### config.mk
export PLATFORM = sky130hd
export DESIGN_NAME = tgp_ctrl
export DESIGN_NICKNAME = d
export VERILOG_FILES = /design/src/logic/tgp_pkg.sv /design/src/logic/tgp_ctrl.sv
export SDC_FILE = /design/constraint.sdc
export NUM_CORES = 1
export LEC_CHECK = 0
export BUFFER_PORTS_ARGS = -buffer_cell sky130_fd_sc_hd__buf_2
export CELL_PAD_IN_SITES_DETAIL_PLACEMENT = 1
export CELL_PAD_IN_SITES_GLOBAL_PLACEMENT = 2
export CORE_ASPECT_RATIO = 0.7
export CORE_MARGIN = 2
export CORE_UTILIZATION = 29
export CTS_CLUSTER_SIZE = 10
export DETAILED_ROUTE_END_ITERATION = 8
export PLACE_DENSITY = 0.71
export SLEW_MARGIN = 40
export SYNTH_ARGS = -nofsm -noshare
export SYNTH_HDL_FRONTEND = slang
export SYNTH_SLANG_ARGS = --single-unit
### constraint.sdc
create_clock -name sys_clk -period 4.35 [get_ports sys_clk]
set_input_delay 0.2175 -clock sys_clk [delete_from_list [all_inputs] [get_ports sys_clk]]
set_output_delay 0.2175 -clock sys_clk [all_outputs]
set_load 0.005 [all_outputs]
### src/logic/tgp_pkg.sv
// Overview of operation
// - Global power-down stops all analog and digital parts; bus stays alive.
// - Sleep turns main converter output off but keeps the reference powered.
// - Digital engine, main and aux converters power down singly or together.
// - Auxiliary converters have their own software-set sleep state.
// - Auto power-down bit picks flush-only or flush then digital power-down.
// - Gate low without auto power-down feeds zeros; gate high runs normally.
// - Gate low with auto power-down flushes, then powers down digital engine.
// - Gate-invert bit reverses gate polarity for every use of the gate.
// - Dual-port mode uses the gate only for zero flush and digital power-down, not alignment.
// - Word clock rise with gate high fixes I/Q alignment; held while high.
// - Gate toggled once per input cycle re-aligns I/Q on every gate rise.
// - Gate-low to power-down cycles equal flush time of chosen interpolation.
// - Q-first zero pairs I1Q1, I2Q2; one drops first I, pairs I2Q1. With the gate toggled per input cycle, Q-first one gives no pairs.
// - I words always go to the I channel and Q words to Q.
// - Input words are captured on the rising edge of the word clock output.
// - Interleaved mode with interpolation one and no zero stuffing is invalid.
package tgp_pkg;
  // Register indices; byte address is four times the index
  localparam logic [2:0] IDX_CTRL   = 3'h0;
  localparam logic [2:0] IDX_POWER  = 3'h1;
  localparam logic [2:0] IDX_GATE   = 3'h2;
  localparam logic [2:0] IDX_MODE   = 3'h3;
  localparam logic [2:0] IDX_STATUS = 3'h4;
  // Field positions
  localparam int CTRL_GLOBAL_PD  = 4;
  localparam int CTRL_AUTO_PD    = 3;
  localparam int GATE_INVERT     = 1;
  localparam int GATE_Q_FIRST    = 0;
  localparam int MODE_INTERLEAVE = 0;
  localparam int MODE_INTERP_LO  = 1;
  localparam int MODE_ZERO_STUFF = 3;
  localparam int MODE_HALF_LO    = 8;
  // Reset values
  localparam logic [7:0]  CTRL_RST  = 8'h00;
  localparam logic [7:0]  POWER_RST = 8'h00;
  localparam logic [7:0]  GATE_RST  = 8'h00;
  localparam logic [15:0] MODE_RST  = 16'h1403;
  // Interpolation select codes
  localparam logic [1:0] INTERP_1X = 2'h0;
  localparam logic [1:0] INTERP_2X = 2'h1;
  localparam logic [1:0] INTERP_4X = 2'h2;
  // Bus answer latency in clock cycles after the request is seen
  localparam int BUS_WAIT = 1;

  typedef enum {ST_RUN, ST_FLUSH, ST_DOWN} tgp_state_t;

  // Power enables driven to the analog parts and the digital engine
  typedef struct packed {
    logic       reference_on;
    logic       main_converter_on;
    logic       main_converter_sleep;
    logic [1:0] aux_converter_pd;
    logic [1:0] aux_converter_sleep;
    logic       digital_engine_on;
  } tgp_power_t;

  // Software power request bits, register index 1
  typedef struct packed {
    logic       aux2_sleep;
    logic       aux1_sleep;
    logic       aux2_pd;
    logic       aux1_pd;
    logic       main_sleep;
    logic       main_pd;
    logic       digital_pd;
  } tgp_pwr_req_t;
endpackage

### src/logic/tgp_ctrl.sv
// The Avalon-MM slave port and the register addresses were left to the implementer.
`timescale 1ns/1ps
module tgp_ctrl #(
  parameter int DATA_W   = 16,
  parameter int FLUSH_1X = 16,
  parameter int FLUSH_2X = 64,
  parameter int FLUSH_4X = 128,
  parameter int FLUSH_8X = 256
) (
  input  wire logic              sys_clk,
  input  wire logic              nrst,
  input  wire logic [4:0]        address,
  input  wire logic              read,
  input  wire logic              write,
  input  wire logic [31:0]       writedata,
  input  wire logic [3:0]        byteenable,
  output logic [31:0]            readdata,
  output logic                   waitrequest,
  input  wire logic              transmit_gate,
  input  wire logic [DATA_W-1:0] data_port1,
  input  wire logic [DATA_W-1:0] data_port2,
  output logic                   word_clock_out,
  output logic [DATA_W-1:0]      i_word,
  output logic [DATA_W-1:0]      q_word,
  output logic                   pair_valid,
  output tgp_pkg::tgp_power_t    power
);
  // Register file
  logic [7:0]  ctrl_reg, ctrl_next;
  logic [7:0]  pwr_reg, pwr_next;
  logic [7:0]  gate_reg, gate_next;
  logic [15:0] mode_reg, mode_next;
  logic [31:0] rdata_reg, rdata_next;
  logic        ack_reg, ack_next;
  logic        req;
  logic [2:0]  idx;
  logic [31:0] status;
  tgp_pkg::tgp_pwr_req_t preq;

  // Input synchronisers, two stages
  logic              gate_s1_reg, gate_s2_reg;
  logic [DATA_W-1:0] p1_s1_reg, p1_s2_reg, p2_s1_reg, p2_s2_reg;

  // Word clock divider
  logic [7:0] wdiv_reg, wdiv_next;
  logic       wclk_reg, wclk_next;
  logic       rise_en;

  // Power state machine
  tgp_pkg::tgp_state_t state_reg, state_next;
  logic [15:0] fcnt_reg, fcnt_next;
  logic [15:0] flush_lim;

  // Data path
  logic              pgate_reg, pgate_next;
  logic              sel_q_reg, sel_q_next;
  logic              aligned_reg, aligned_next;
  logic              haveq_reg, haveq_next;
  logic [DATA_W-1:0] hold_reg, hold_next;
  logic [DATA_W-1:0] iw_reg, iw_next, qw_reg, qw_next;
  logic              pv_reg, pv_next;

  // Decoded controls
  logic global_pd, auto_pd, gate_eff, interleave, zstuff, bad_cfg, il_mode;
  logic engine_on, flush_word;
  logic [1:0] interp;

  assign preq       = tgp_pkg::tgp_pwr_req_t'(pwr_reg[6:0]);
  assign global_pd  = ctrl_reg[tgp_pkg::CTRL_GLOBAL_PD];
  assign auto_pd    = ctrl_reg[tgp_pkg::CTRL_AUTO_PD];
  assign gate_eff   = gate_s2_reg ^ gate_reg[tgp_pkg::GATE_INVERT];
  assign interleave = mode_reg[tgp_pkg::MODE_INTERLEAVE];
  assign interp     = mode_reg[tgp_pkg::MODE_INTERP_LO +: 2];
  assign zstuff     = mode_reg[tgp_pkg::MODE_ZERO_STUFF];
  // Invalid combination falls back to dual-port handling
  assign bad_cfg    = interleave & (interp == tgp_pkg::INTERP_1X) & ~zstuff;
  assign il_mode    = interleave & ~bad_cfg;

  // Bus request and single wait cycle
  assign req         = read | write;
  assign idx         = address[4:2];
  assign waitrequest = req & ~ack_reg;
  assign readdata    = rdata_reg;

  // Status view of the block's own state
  assign status = {27'h0, gate_eff, bad_cfg, aligned_reg,
                   state_reg == tgp_pkg::ST_FLUSH, engine_on};

  // Register next values; writes land on the answer edge, read data one edge earlier
  always_comb begin
    ctrl_next  = ctrl_reg;
    pwr_next   = pwr_reg;
    gate_next  = gate_reg;
    mode_next  = mode_reg;
    rdata_next = rdata_reg;
    ack_next   = req & ~ack_reg;
    if (req && !ack_reg) begin
      rdata_next = 32'h0;
      if (read) begin
        unique case (idx)
          tgp_pkg::IDX_CTRL:   rdata_next = {24'h0, ctrl_reg};
          tgp_pkg::IDX_POWER:  rdata_next = {24'h0, pwr_reg};
          tgp_pkg::IDX_GATE:   rdata_next = {24'h0, gate_reg};
          tgp_pkg::IDX_MODE:   rdata_next = {16'h0, mode_reg};
          tgp_pkg::IDX_STATUS: rdata_next = status;
          default:             rdata_next = 32'h0;
        endcase
      end
    end
    if (write && ack_reg && byteenable[0]) begin
      unique case (idx)
        tgp_pkg::IDX_CTRL:  ctrl_next = writedata[7:0] & 8'h18;
        tgp_pkg::IDX_POWER: pwr_next  = writedata[7:0] & 8'h7f;
        tgp_pkg::IDX_GATE:  gate_next = writedata[7:0] & 8'h03;
        tgp_pkg::IDX_MODE:  mode_next[7:0] = writedata[7:0] & 8'h0f;
        default:            ;
      endcase
    end
    if (write && ack_reg && byteenable[1] && idx == tgp_pkg::IDX_MODE) begin
      mode_next[15:8] = writedata[15:8];
    end
  end

  // Register state
  always_ff @(posedge sys_clk) begin
    if (!nrst) begin
      ctrl_reg  <= tgp_pkg::CTRL_RST;
      pwr_reg   <= tgp_pkg::POWER_RST;
      gate_reg  <= tgp_pkg::GATE_RST;
      mode_reg  <= tgp_pkg::MODE_RST;
      rdata_reg <= 32'h0;
      ack_reg   <= 1'b0;
    end else begin
      ctrl_reg  <= ctrl_next;
      pwr_reg   <= pwr_next;
      gate_reg  <= gate_next;
      mode_reg  <= mode_next;
      rdata_reg <= rdata_next;
      ack_reg   <= ack_next;
    end
  end

  // Pins from the data source are asynchronous to sys_clk
  always_ff @(posedge sys_clk) begin
    if (!nrst) begin
      gate_s1_reg <= 1'b0;
      gate_s2_reg <= 1'b0;
      p1_s1_reg   <= '0;
      p1_s2_reg   <= '0;
      p2_s1_reg   <= '0;
      p2_s2_reg   <= '0;
    end else begin
      gate_s1_reg <= transmit_gate;
      gate_s2_reg <= gate_s1_reg;
      p1_s1_reg   <= data_port1;
      p1_s2_reg   <= p1_s1_reg;
      p2_s1_reg   <= data_port2;
      p2_s2_reg   <= p2_s1_reg;
    end
  end

  // Word clock divider; stops only under global power-down
  always_comb begin
    wdiv_next = wdiv_reg + 8'h01;
    wclk_next = wclk_reg;
    rise_en   = 1'b0;
    if (global_pd) begin
      wdiv_next = 8'h00;
      wclk_next = 1'b0;
    end else if (wdiv_reg + 8'h01 >= mode_reg[tgp_pkg::MODE_HALF_LO +: 8]) begin
      wdiv_next = 8'h00;
      wclk_next = ~wclk_reg;
      rise_en   = ~wclk_reg;
    end
  end

  always_ff @(posedge sys_clk) begin
    if (!nrst) begin
      wdiv_reg <= 8'h00;
      wclk_reg <= 1'b0;
    end else begin
      wdiv_reg <= wdiv_next;
      wclk_reg <= wclk_next;
    end
  end

  assign word_clock_out = wclk_reg;

  // Flush length follows the interpolation filter chain
  always_comb begin
    unique case (interp)
      tgp_pkg::INTERP_1X: flush_lim = 16'(FLUSH_1X);
      tgp_pkg::INTERP_2X: flush_lim = 16'(FLUSH_2X);
      tgp_pkg::INTERP_4X: flush_lim = 16'(FLUSH_4X);
      default:            flush_lim = 16'(FLUSH_8X);
    endcase
  end

  // Gate-driven flush and digital power-down; one reference cycle per clock
  always_comb begin
    state_next = state_reg;
    fcnt_next  = fcnt_reg;
    unique case (state_reg)
      tgp_pkg::ST_RUN: begin
        fcnt_next = 16'h0000;
        if (!gate_eff) begin
          state_next = tgp_pkg::ST_FLUSH;
        end
      end
      tgp_pkg::ST_FLUSH: begin
        if (gate_eff) begin
          state_next = tgp_pkg::ST_RUN;
        end else if (auto_pd && fcnt_reg + 16'h0001 >= flush_lim) begin
          state_next = tgp_pkg::ST_DOWN;
        end else if (fcnt_reg + 16'h0001 < flush_lim) begin
          fcnt_next = fcnt_reg + 16'h0001;
        end
      end
      tgp_pkg::ST_DOWN: begin
        if (gate_eff) begin
          state_next = tgp_pkg::ST_RUN;
        end else if (!auto_pd) begin
          state_next = tgp_pkg::ST_FLUSH;
        end
      end
    endcase
  end

  always_ff @(posedge sys_clk) begin
    if (!nrst) begin
      state_reg <= tgp_pkg::ST_RUN;
      fcnt_reg  <= 16'h0000;
    end else begin
      state_reg <= state_next;
      fcnt_reg  <= fcnt_next;
    end
  end

  // Engine runs unless gate, software or global power-down stops it
  assign engine_on = ~global_pd & ~preq.digital_pd
                   & (state_reg != tgp_pkg::ST_DOWN);

  // Power outputs; auto power-down leaves converters and reference alone
  always_comb begin
    power.reference_on         = ~global_pd;
    power.main_converter_on    = ~global_pd & ~preq.main_pd;
    power.main_converter_sleep = ~global_pd & ~preq.main_pd
                               & preq.main_sleep;
    power.aux_converter_pd     = {global_pd | preq.aux2_pd,
                                  global_pd | preq.aux1_pd};
    power.aux_converter_sleep  = {preq.aux2_sleep, preq.aux1_sleep};
    power.digital_engine_on    = engine_on;
  end

  // Interleaved words with gate low count as data only right after a high
  // word, so toggle-per-cycle sources keep their Q words
  assign flush_word = ~gate_eff & (~il_mode | pgate_reg == 1'b0);

  // Word capture and I/Q pairing on each word clock rise
  always_comb begin
    pgate_next   = pgate_reg;
    sel_q_next   = sel_q_reg;
    aligned_next = aligned_reg;
    haveq_next   = haveq_reg;
    hold_next    = hold_reg;
    iw_next      = iw_reg;
    qw_next      = qw_reg;
    pv_next      = 1'b0;
    if (!engine_on) begin
      iw_next      = '0;
      qw_next      = '0;
      aligned_next = 1'b0;
      haveq_next   = 1'b0;
    end else if (rise_en) begin
      pgate_next = gate_eff;
      if (flush_word) begin
        iw_next      = '0;
        qw_next      = '0;
        pv_next      = 1'b1;
        aligned_next = 1'b0;
        haveq_next   = 1'b0;
      end else if (!il_mode) begin
        iw_next = p1_s2_reg;
        qw_next = p2_s2_reg;
        pv_next = 1'b1;
      end else begin
        // Gate rise marks an I word on port one
        if (gate_eff && !pgate_reg) begin
          sel_q_next   = 1'b1;
          aligned_next = 1'b1;
          haveq_next   = 1'b0;
          hold_next    = p1_s2_reg;
        end else if (!sel_q_reg) begin
          sel_q_next = 1'b1;
          if (gate_reg[tgp_pkg::GATE_Q_FIRST] && haveq_reg) begin
            iw_next = p1_s2_reg;
            qw_next = hold_reg;
            pv_next = 1'b1;
          end else begin
            hold_next = p1_s2_reg;
          end
        end else begin
          sel_q_next = 1'b0;
          if (gate_reg[tgp_pkg::GATE_Q_FIRST]) begin
            hold_next  = p1_s2_reg;
            haveq_next = 1'b1;
          end else begin
            iw_next = hold_reg;
            qw_next = p1_s2_reg;
            pv_next = 1'b1;
          end
        end
      end
    end
  end

  always_ff @(posedge sys_clk) begin
    if (!nrst) begin
      pgate_reg   <= 1'b0;
      sel_q_reg   <= 1'b0;
      aligned_reg <= 1'b0;
      haveq_reg   <= 1'b0;
      hold_reg    <= '0;
      iw_reg      <= '0;
      qw_reg      <= '0;
      pv_reg      <= 1'b0;
    end else begin
      pgate_reg   <= pgate_next;
      sel_q_reg   <= sel_q_next;
      aligned_reg <= aligned_next;
      haveq_reg   <= haveq_next;
      hold_reg    <= hold_next;
      iw_reg      <= iw_next;
      qw_reg      <= qw_next;
      pv_reg      <= pv_next;
    end
  end

  assign i_word     = iw_reg;
  assign q_word     = qw_reg;
  assign pair_valid = pv_reg;
endmodule // tgp_ctrl

* Yosys cells after proc, flatten, opt, wreduce, memory -nomap -nowiden
Cells that the tools add are included.
** Word-level totals
- Register bits :: 232
- Bits in latches :: 0
- Bits in writable memories :: 0
- ROM bits :: 0
- Output and inout bits :: 75
- Word-level logic and storage cells :: 158
- Memories kept :: 0
** Cells by class
- $add $sub $neg :: 2
- Multiply operators :: 0
- Div/mod/pow operators :: 0
- Magnitude comparators :: 3
- Equal/unequal tests :: 21
- Shift-type cells :: 0
- Muxes and demuxes :: 47
- Bitwise logic cells :: 26
- Reductions and logical operators :: 34
** Operators by type and width (number)
- 16-bit 2-to-1 mux :: 19
- 32-bit 2-to-1 mux :: 6
- 32-bit one-hot mux with 3 select lines :: 1
- 16-bit one-hot mux with 5 select lines :: 1
- 32-bit by 2-bit equality test with 1-bit output, second input constant :: 2
- 32-bit by 1-bit equality test with 1-bit output, second input constant :: 1
- 32-bit zero test :: 1
- 32-bit by 3-bit != test with 1-bit output, second input constant :: 1
- 16-bit one-hot mux with 2 select lines :: 1
- 9-bit one-hot mux with 3 select lines :: 1
- 1-bit 2-to-1 mux :: 18
- 16-bit by 1-bit adder with 16-bit output, second input constant :: 1
- 16-bit >= comparator :: 1
- 16-bit < comparator :: 1
- 4-bit AND reduction :: 4
- 3-bit != test, second input constant :: 4
- 1-bit NOT :: 12
- 2-bit AND reduction :: 6
- 1-bit bitwise AND :: 9
- 3-bit AND reduction :: 3
- 8-bit by 1-bit adder with 8-bit output, second input constant :: 1
- 8-bit >= comparator :: 1
- 1-bit logical AND :: 8
- 2-bit != test, second input constant :: 4
- 18 further kinds :: 26

* Longest topological paths before layout
Gate-level depths: netlist (run 1).
- Word-level depth :: 10
- Gate-level depth with buffers :: 14
- Depth with buffers taken out :: 13

* Worst setup path after synthesis (run 1)
No wires, ideal clock.
- Path kind :: reg2reg
- Start :: reg fcnt_reg[0]
- End :: reg fcnt_reg[2]
- Setup time :: 0.131 ns
- Data arrival time :: 2.597 ns
- Slack :: 1.622 ns
- Cell stages (with the launch flop) :: 14
- Buffers on the path :: 1
- Clock period less this slack :: 2.728 ns
- Path through :: dfxtp_1 -> ha_1 -> nand2_2 -> nor2_1 -> nand2_1 -> xnor2_1 -> ha_1 -> or3b_2 -> o31a_1 -> a21oi_1 -> o2111ai_4 -> buf_6 -> o2111ai_1 -> o211ai_1
** On the way
- Word-level cells in the longest chain between the ends :: 5
- Elaborated cells between the ends (all ways) :: 11
- Classes of those cells :: add/sub: 1; order compare: 2; eq/ne: 2; mux: 4; reduce/logical: 2
** RTL lines
- start: declaration :: line tgp_ctrl.sv:51 : logic [15:0] fcnt_reg, fcnt_next;
- start signal: assignment :: line tgp_ctrl.sv:235 : fcnt_reg <= fcnt_next;
- 16-bit by 1-bit adder with 16-bit output (*) :: line tgp_ctrl.sv:213, tgp_ctrl.sv:215, tgp_ctrl.sv:216
- 16-bit >= comparator / 16-bit 2-to-1 mux (equally long branches) :: line tgp_ctrl.sv:213, tgp_ctrl.sv:215
- 1-bit logical AND / 16-bit 2-to-1 mux (equally long branches) :: line tgp_ctrl.sv:213 : end else if (auto_pd && fcnt_reg + 16'h0001 >= flush_lim) begin
- 2-bit != test (no line) / 16-bit 2-to-1 mux (equally long branches)
- 4-bit AND reduction (no line) / 16-bit one-hot mux with 2 select lines (equally long branches)
Mark *: on every way between the ends. The rest lies on a longest branch, timed or not. The select of a mux whose other input is x is not followed.
A chain may end at the register's enable or synchronous reset.

* Worst setup path after layout (run 1)
- Start :: reg fcnt_reg[0]
- End :: reg fcnt_reg[0]
The elaborated chain is that of the path after synthesis.

==> results of run 1 <==
==> layout by cell type (no fill, tap or decap), types with 4 or more instances in the layout <==
cell | netlist | routed
o2bb2ai_1 | 23 | 23
mux2_2 | 9 | 9
nor2_1 | 85 | 84
clkbuf_16 | 0 | 17
dfxtp_1 | 185 | 185
nor2b_1 | 9 | 9
nand2b_1 | 14 | 13
conb_1 | 1 | 17
xor2_1 | 6 | 6
buf_4 | 20 | 13
o21ai_0 | 22 | 22
a21oi_1 | 45 | 45
dlygate4sd3_1 | 0 | 31
ha_1 | 17 | 17
a21o_1 | 5 | 5
a22oi_1 | 16 | 16
inv_1 | 27 | 26
nand2_1 | 45 | 45
and2_1 | 68 | 68
or3_1 | 4 | 4
nand3_1 | 34 | 34
buf_2 | 5 | 114
nor3_1 | 14 | 13
xnor2_1 | 10 | 10
o211ai_1 | 4 | 4
mux2i_1 | 59 | 59
==> area by class of cell <==
type / instances / share of cell area (%)
clock buffer: 21 / 4.97
clock inverter: 11 / 1.19
inverter: 27 / 1.07
multi-input combinational: 559 / 38.6
sequential: 185 / 39.1
tap: 357 / 4.72
timing repair buffer: 158 / 10.3
==> routing by layer <==
| layer | wire length (um) | up-vias |
|---|---|---|
| met5 | 0 | - |
| met4 | 223 | 0 |
| met3 | 801 | 16 |
| met2 | 8810 | 77 |
| met1 | 11100 | 2850 |
| li1 | - | 3033 |
==> cell families (layout without fill, tap and decap cells) <==
logic type | count (synthesis) | in the layout | share of synthesized area (%)
adders and majority gates | 17 | 17 | 2.76
and+or+nand+nor | 295 | 295 | 19.7
AOI/OAI and AO/OA | 146 | 146 | 13.1
other | 1 | 17 | 0.0487
muxes | 68 | 68 | 8.98
DFF | 185 | 185 | 48.1
buffers and inverters | 90 | 217 | 5.54
xor gates and xnor gates | 16 | 16 | 1.82
==> power by group <==
group	internal, mW	switching [mW]	leakage, nW
clock	0.845	0.692	0.279
sequential	1.74	0.0248	1.51
combinational	0.136	0.215	2.06
total	2.72	0.932	3.85
==> metrics by stage <==
step / utilization (%) / hold slack (ns) / power, mW / cell area (um2)
floorplan: - / 0.345 / 2.03 / 7760
global placement: 33.1 / 0.416 / 2.13 / 8560
detailed placement: 33.1 / 0.419 / 2.13 / 8570
CTS: 36.6 / 0.00136 / 3.71 / 9460
global route: 36.6 / 0.0108 / 3.83 / 9460
finish: 36.6 / 0.0206 / 3.65 / 9460
==> worst min path at each step <==
stage	slack, ns	depth (start not counted)	endpoint
final	0.02	2	p1_s1_reg[2]$_SDFF_PN0_
after floorplan	0.34	1	gate_s1_reg$_SDFF_PN0_
after CTS	0.001	3	mode_reg[14]$_SDFFE_PN0P_
after global placement	0.42	1	p2_s2_reg[14]$_SDFF_PN0_
after global routing	0.01	2	p1_s1_reg[2]$_SDFF_PN0_
after detailed placement	0.42	1	p2_s2_reg[6]$_SDFF_PN0_
==> repair_timing <==
action                                 in CTS  in global routing
resized for setup                           0                  0
endpoints found under the hold margin      31                  0
hold buffers                               31                  0
==> results.py, run 1 <==
metrics = {
    "outcome": {
        "outcome": "completed",
    },
    "sta": {
        "finalSetupViolCount": 0,
        "period_minus_slack_ns": 3.19,
        "clock-skew-final_ns": 0.0101,
        "rsz0062_at_grt": "no",
        "slew_headroom_pct": 50.9,
        "setup_tns_ns": 0,
        "tightest_slew_ns": 0.735,
        "fmax_ghz": 0.313,
        "final-max-slew-violation-count": 0,
        "final-hold-violation-count": 0,
        "worst_slack_ns": 1.16,
        "finalCritPeriodShare_pct": 73.4,
    },
    "floorplanning": {
        "chipHeight_um": 140,
        "core_mm2": 0.0259,
        "start_util_pct": 29.8,
        "io_pins": 153,
        "die-area_mm2": 0.0279,
        "rows": 49,
        "dieWidth_um": 199,
    },
    "setup_path": {
        "crit_cells": 13,
        "r2r_cells": 13,
        "cp-end-kind": "flip-flop",
        "reg2reg_from": "fcnt_reg[0]$_SDFFE_PN0P_",
        "start_kind": "flip-flop",
        "r2r-end": "fcnt_reg[0]$_SDFFE_PN0P_",
        "cp_max_fo": 15,
        "cp.arrival_ns": 3.55,
        "slowest_delay_ns": 0.46,
        "slowest_stage": "o2111ai_4",
        "endpoint": "fcnt_reg[0]$_SDFFE_PN0P_",
        "path_cells": "ha_1 > nand2_2 > nor2_1 > nand2_1 > xnor2_1 > ha_1 > nand3_1 > nor2_1 > nor4b_1 > a21oi_1 > o2111ai_4 > nand3_2 > o22ai_1",
        "cp.required_ns": 4.70,
        "worst-path-buf-inv": 0,
        "critPathLaunch": "fcnt_reg[0]$_SDFFE_PN0P_",
        "worstSetupPathType": "flip-flop to flip-flop",
        "r2r_slack_ns": 1.16,
        "path_delay_family": "simple AND/OR/NAND/NOR gates",
    },
    "synthesis": {
        "yosysSeqAreaShare_pct": 48.1,
        "syn_avg_cell_area_um2": 9.42,
        "synth.distinct_cells": 62,
        "yosysMostFrequentCell": "dfxtp_1",
        "netlist_top_cells_count": "dfxtp_1, nor2_1, and2_1, mux2i_1",
        "ys_async_sr_fraction_pct": 0,
        "yosys_warnings": 0,
        "syn-cell-area_mm2": 0.00770,
        "ys.flop_type": "dfxtp_1",
        "synth_top_cell_area_share_pct": 48.1,
        "synth_top_area_cell": "dfxtp_1",
        "synth_seq_cells": 185,
        "synth_edf_count": 0,
        "synth.top_cells.by_area": "dfxtp_1, mux2i_1, and2_1",
        "postSynthCellCount": 818,
    },
    "detailed_routing": {
        "wl_per_cell_um": 15.9,
        "drt_wl_total_mm": 20.9,
        "drt-vias-per-instance": 4.53,
        "postRouteAntennaNets": 0,
        "dr.pass1.iters": 6,
        "dr.first_iter.drc_count": 300,
        "drc_errors": 0,
        "via_count": 5976,
    },
    "grt": {
        "grt_use_met1_pct": 22.4,
        "grt_most_used_layer": "met2",
        "antenna_found_initial": 0,
        "use_met3_pct": 3.95,
        "globalRouteMet2Util_pct": 23.7,
        "track_usage_pct": 15.8,
        "grt_pass1_wl_mm": 34.2,
        "grt_pass1_vias": 6186,
        "grt_max_degree": 83,
        "overflow": 0,
    },
    "power_and_ir_drop": {
        "ir_drop_mv": 0.281,
        "leakage_nw": 3.85,
        "pwr_density_cell_mw_per_mm2": 386,
    },
    "final_layout": {
        "stdcell_count": 1318,
        "area_growth_pct": 22.9,
        "num-fill-cells": 3041,
        "fin_nets": 1043,
        "multiInputGateArea_mm2": 0.00365,
        "regArea_mm2": 0.00370,
        "drive_above_1_share_pct": 19.4,
        "antenna_cells": 0,
    },
    "cts": {
        "clock_latency_ns": 0.43,
        "clk_pin_slew_worst_paths_ns": 0.07,
        "clockBufferDepth": 2,
        "cts_tree": "done",
        "clock_sinks": 185,
        "numCtsBuffers": 17,
        "htreeDepth": 4,
        "postCtsSetupBuffers": 0,
        "clock-root-buffer": "clkbuf_16",
    },
    "placement": {
        "portBuffers": 114,
        "post-place-cells": 1255,
        "pre_cts_ws_ns": 1.12,
        "place_hpwl_mm": 14.4,
        "routabilityCongestion": 0.741,
    },
    "min_path": {
        "hold_path_class": "primary input to flip-flop",
        "min_from": "data_port1[2]",
    },
    "flow_run": {
        "maxCapViolations": 0,
    },
}
(Power assumes the default switching activity.)
==> run 2, diff against run 1 <==
==> constraint.sdc (replaced) <==
create_clock -name sys_clk -period 3.22 [get_ports sys_clk]
set_input_delay 0.161 -clock sys_clk [delete_from_list [all_inputs] [get_ports sys_clk]]
set_output_delay 0.161 -clock sys_clk [all_outputs]
set_load 0.005 [all_outputs]
==> results.py, run 2 (synthesis results as in run 1) <==
metrics = {
    "detailed_routing": {
        "postRouteAntennaNets": 0,
        "drt_wl_total_mm": 21.4,
        "via_count": 6174,
        "dr.pass1.iters": 4,
        "drc_errors": 0,
        "drt-vias-per-instance": 4.58,
        "wl_per_cell_um": 15.8,
        "dr.first_iter.drc_count": 247,
    },
    "final_layout": {
        "utilization_pct": 37.9,
        "num-fill-cells": 3019,
        "area_growth_pct": 27.3,
        "stdcell_count": 1348,
        "multiInputGateArea_mm2": 0.00365,
        "fin_nets": 1073,
        "regArea_mm2": 0.00370,
        "drive_above_1_share_pct": 20.1,
        "antenna_cells": 0,
        "layout_commonest_cell": "dfxtp_1",
        "layout_common_cells": "dfxtp_1, buf_2, nor2_1",
    },
    "floorplanning": {
        "io_pins": 153,
        "core_mm2": 0.0259,
        "die-area_mm2": 0.0279,
        "rows": 49,
        "chipHeight_um": 140,
        "dieWidth_um": 199,
        "start_util_pct": 29.8,
    },
    "setup_path": {
        "r2r_slack_ns": 0.21,
        "cp_max_fo": 7,
        "cp.required_ns": 3.59,
        "worstSetupPathType": "flip-flop to flip-flop",
        "cp.arrival_ns": 3.38,
        "start_kind": "flip-flop",
        "cp-end-kind": "flip-flop",
    },
    "sta": {
        "final-hold-violation-count": 0,
        "worst_slack_ns": 0.207,
        "setup_tns_ns": 0,
        "finalSetupViolCount": 0,
        "slew_headroom_pct": 49.0,
        "clock-skew-final_ns": 0.0123,
        "final-max-slew-violation-count": 0,
        "period_minus_slack_ns": 3.01,
        "tightest_slew_ns": 0.764,
        "rsz0062_at_grt": "yes",
        "finalCritPeriodShare_pct": 93.6,
        "fmax_ghz": 0.332,
    },
    "cts": {
        "clock-root-buffer": "clkbuf_16",
        "numCtsBuffers": 17,
        "clk_pin_slew_worst_paths_ns": 0.07,
        "htreeDepth": 4,
        "cts_tree": "done",
        "clockBufferDepth": 2,
        "clock_sinks": 185,
        "clock_latency_ns": 0.44,
    },
    "min_path": {
        "hold_path_class": "primary input to flip-flop",
    },
    "grt": {
        "grt_max_degree": 83,
        "grt_pass1_wl_mm": 34.1,
        "grt_pass1_vias": 6222,
        "track_usage_pct": 15.7,
        "overflow": 0,
        "antenna_found_initial": 0,
    },
    "placement": {
        "pre_cts_ws_ns": 0.104,
        "routabilityCongestion": 0.764,
        "post-place-cells": 1264,
        "place_hpwl_mm": 14.7,
        "portBuffers": 114,
    },
    "power_and_ir_drop": {
        "total_power_mw": 5.20,
        "ir_drop_mv": 0.382,
        "leakage_nw": 4.02,
        "pwr_density_cell_mw_per_mm2": 531,
    },
    "flow_run": {
        "maxCapViolations": 0,
    },
    "outcome": {
        "outcome": "completed",
    },
}
[run 2: cell count changes in the layout (fill, tap and decap cells not counted), moves of 2 or more]
| cell | previous run | this run |
|---|---|---|
| dlygate4sd3_1 | 31 | 47 |
| buf_4 | 13 | 25 |
| buf_12 | 0 | 2 |
| clkbuf_8 | 3 | 1 |
| bufinv_16 | 1 | 4 |
| clkinv_2 | 1 | 3 |
[run 2: report_power, final]
group / internal (mW) / total [mW] / switching [mW] / leakage [nW]
registers: 2.35 / 2.38 / 0.0348 / 1.51
clock network: 1.33 / 2.28 / 0.952 / 0.307
logic: 0.240 / 0.544 / 0.305 / 2.20
total: 3.91 / 5.20 / 1.29 / 4.02
[run 2: layout make-up]
type,count,area share [%]
clock inverters,14,1.98
flip-flops and latches,185,37.8
clock buffers,18,4.48
inverters,27,1.03
multi-input cells,559,37.3
repair buffers,188,12.9
well taps,357,4.55
[run 2: metal layers]
metal	up-vias	GRT usage, %	wire length [um]
met5	-	0	0
met4	0	4.08	181
met3	15	4.05	826
met2	71	23.6	9310
met1	2983	22.4	11000
li1	3105	-	-
[run 2: what timing repair did]
action                     CTS  global route
buffers inserted             0             5
hold buffers                47             0
hold endpoints to repair    51             0
setup endpoints to repair    0            10
gates resized for setup      0             2
[run 2: path summary, 6_finish.rpt]
kind	start	endpoint	cells after the start
hold reg to reg	p2_s1_reg[3]$_SDFF_PN0_	p2_s2_reg[3]$_SDFF_PN0_	1
setup / recovery	fcnt_reg[0]$_SDFFE_PN0P_	fcnt_reg[4]$_SDFFE_PN0P_	13
setup reg to reg	fcnt_reg[0]$_SDFFE_PN0P_	fcnt_reg[4]$_SDFFE_PN0P_	13
hold / removal	writedata[3]	ctrl_reg[3]$_SDFFE_PN0P_	3
[run 2: through the flow]
stage / instance area (um2) / hold slack [ns]
floorplan: 7760 / 0.288
finish: 9810 / 0.0141
CTS: 9760 / 0.000226
global placement: 8650 / 0.368
detailed placement: 8650 / 0.374
global route: 9810 / 0.0206
[run 2: critical path, cell delays in order (launching register included)]
cell and delay (ns):
dfxtp_1 0.38, ha_1 0.25, nand2_2 0.08, nor2_1 0.10
nand2_1 0.07, xnor2_1 0.17, ha_1 0.23, or3b_2 0.47
o31a_1 0.27, a21oi_2 0.16, o2111ai_4 0.22, buf_4 0.23
or2_0 0.20, a21oi_1 0.13
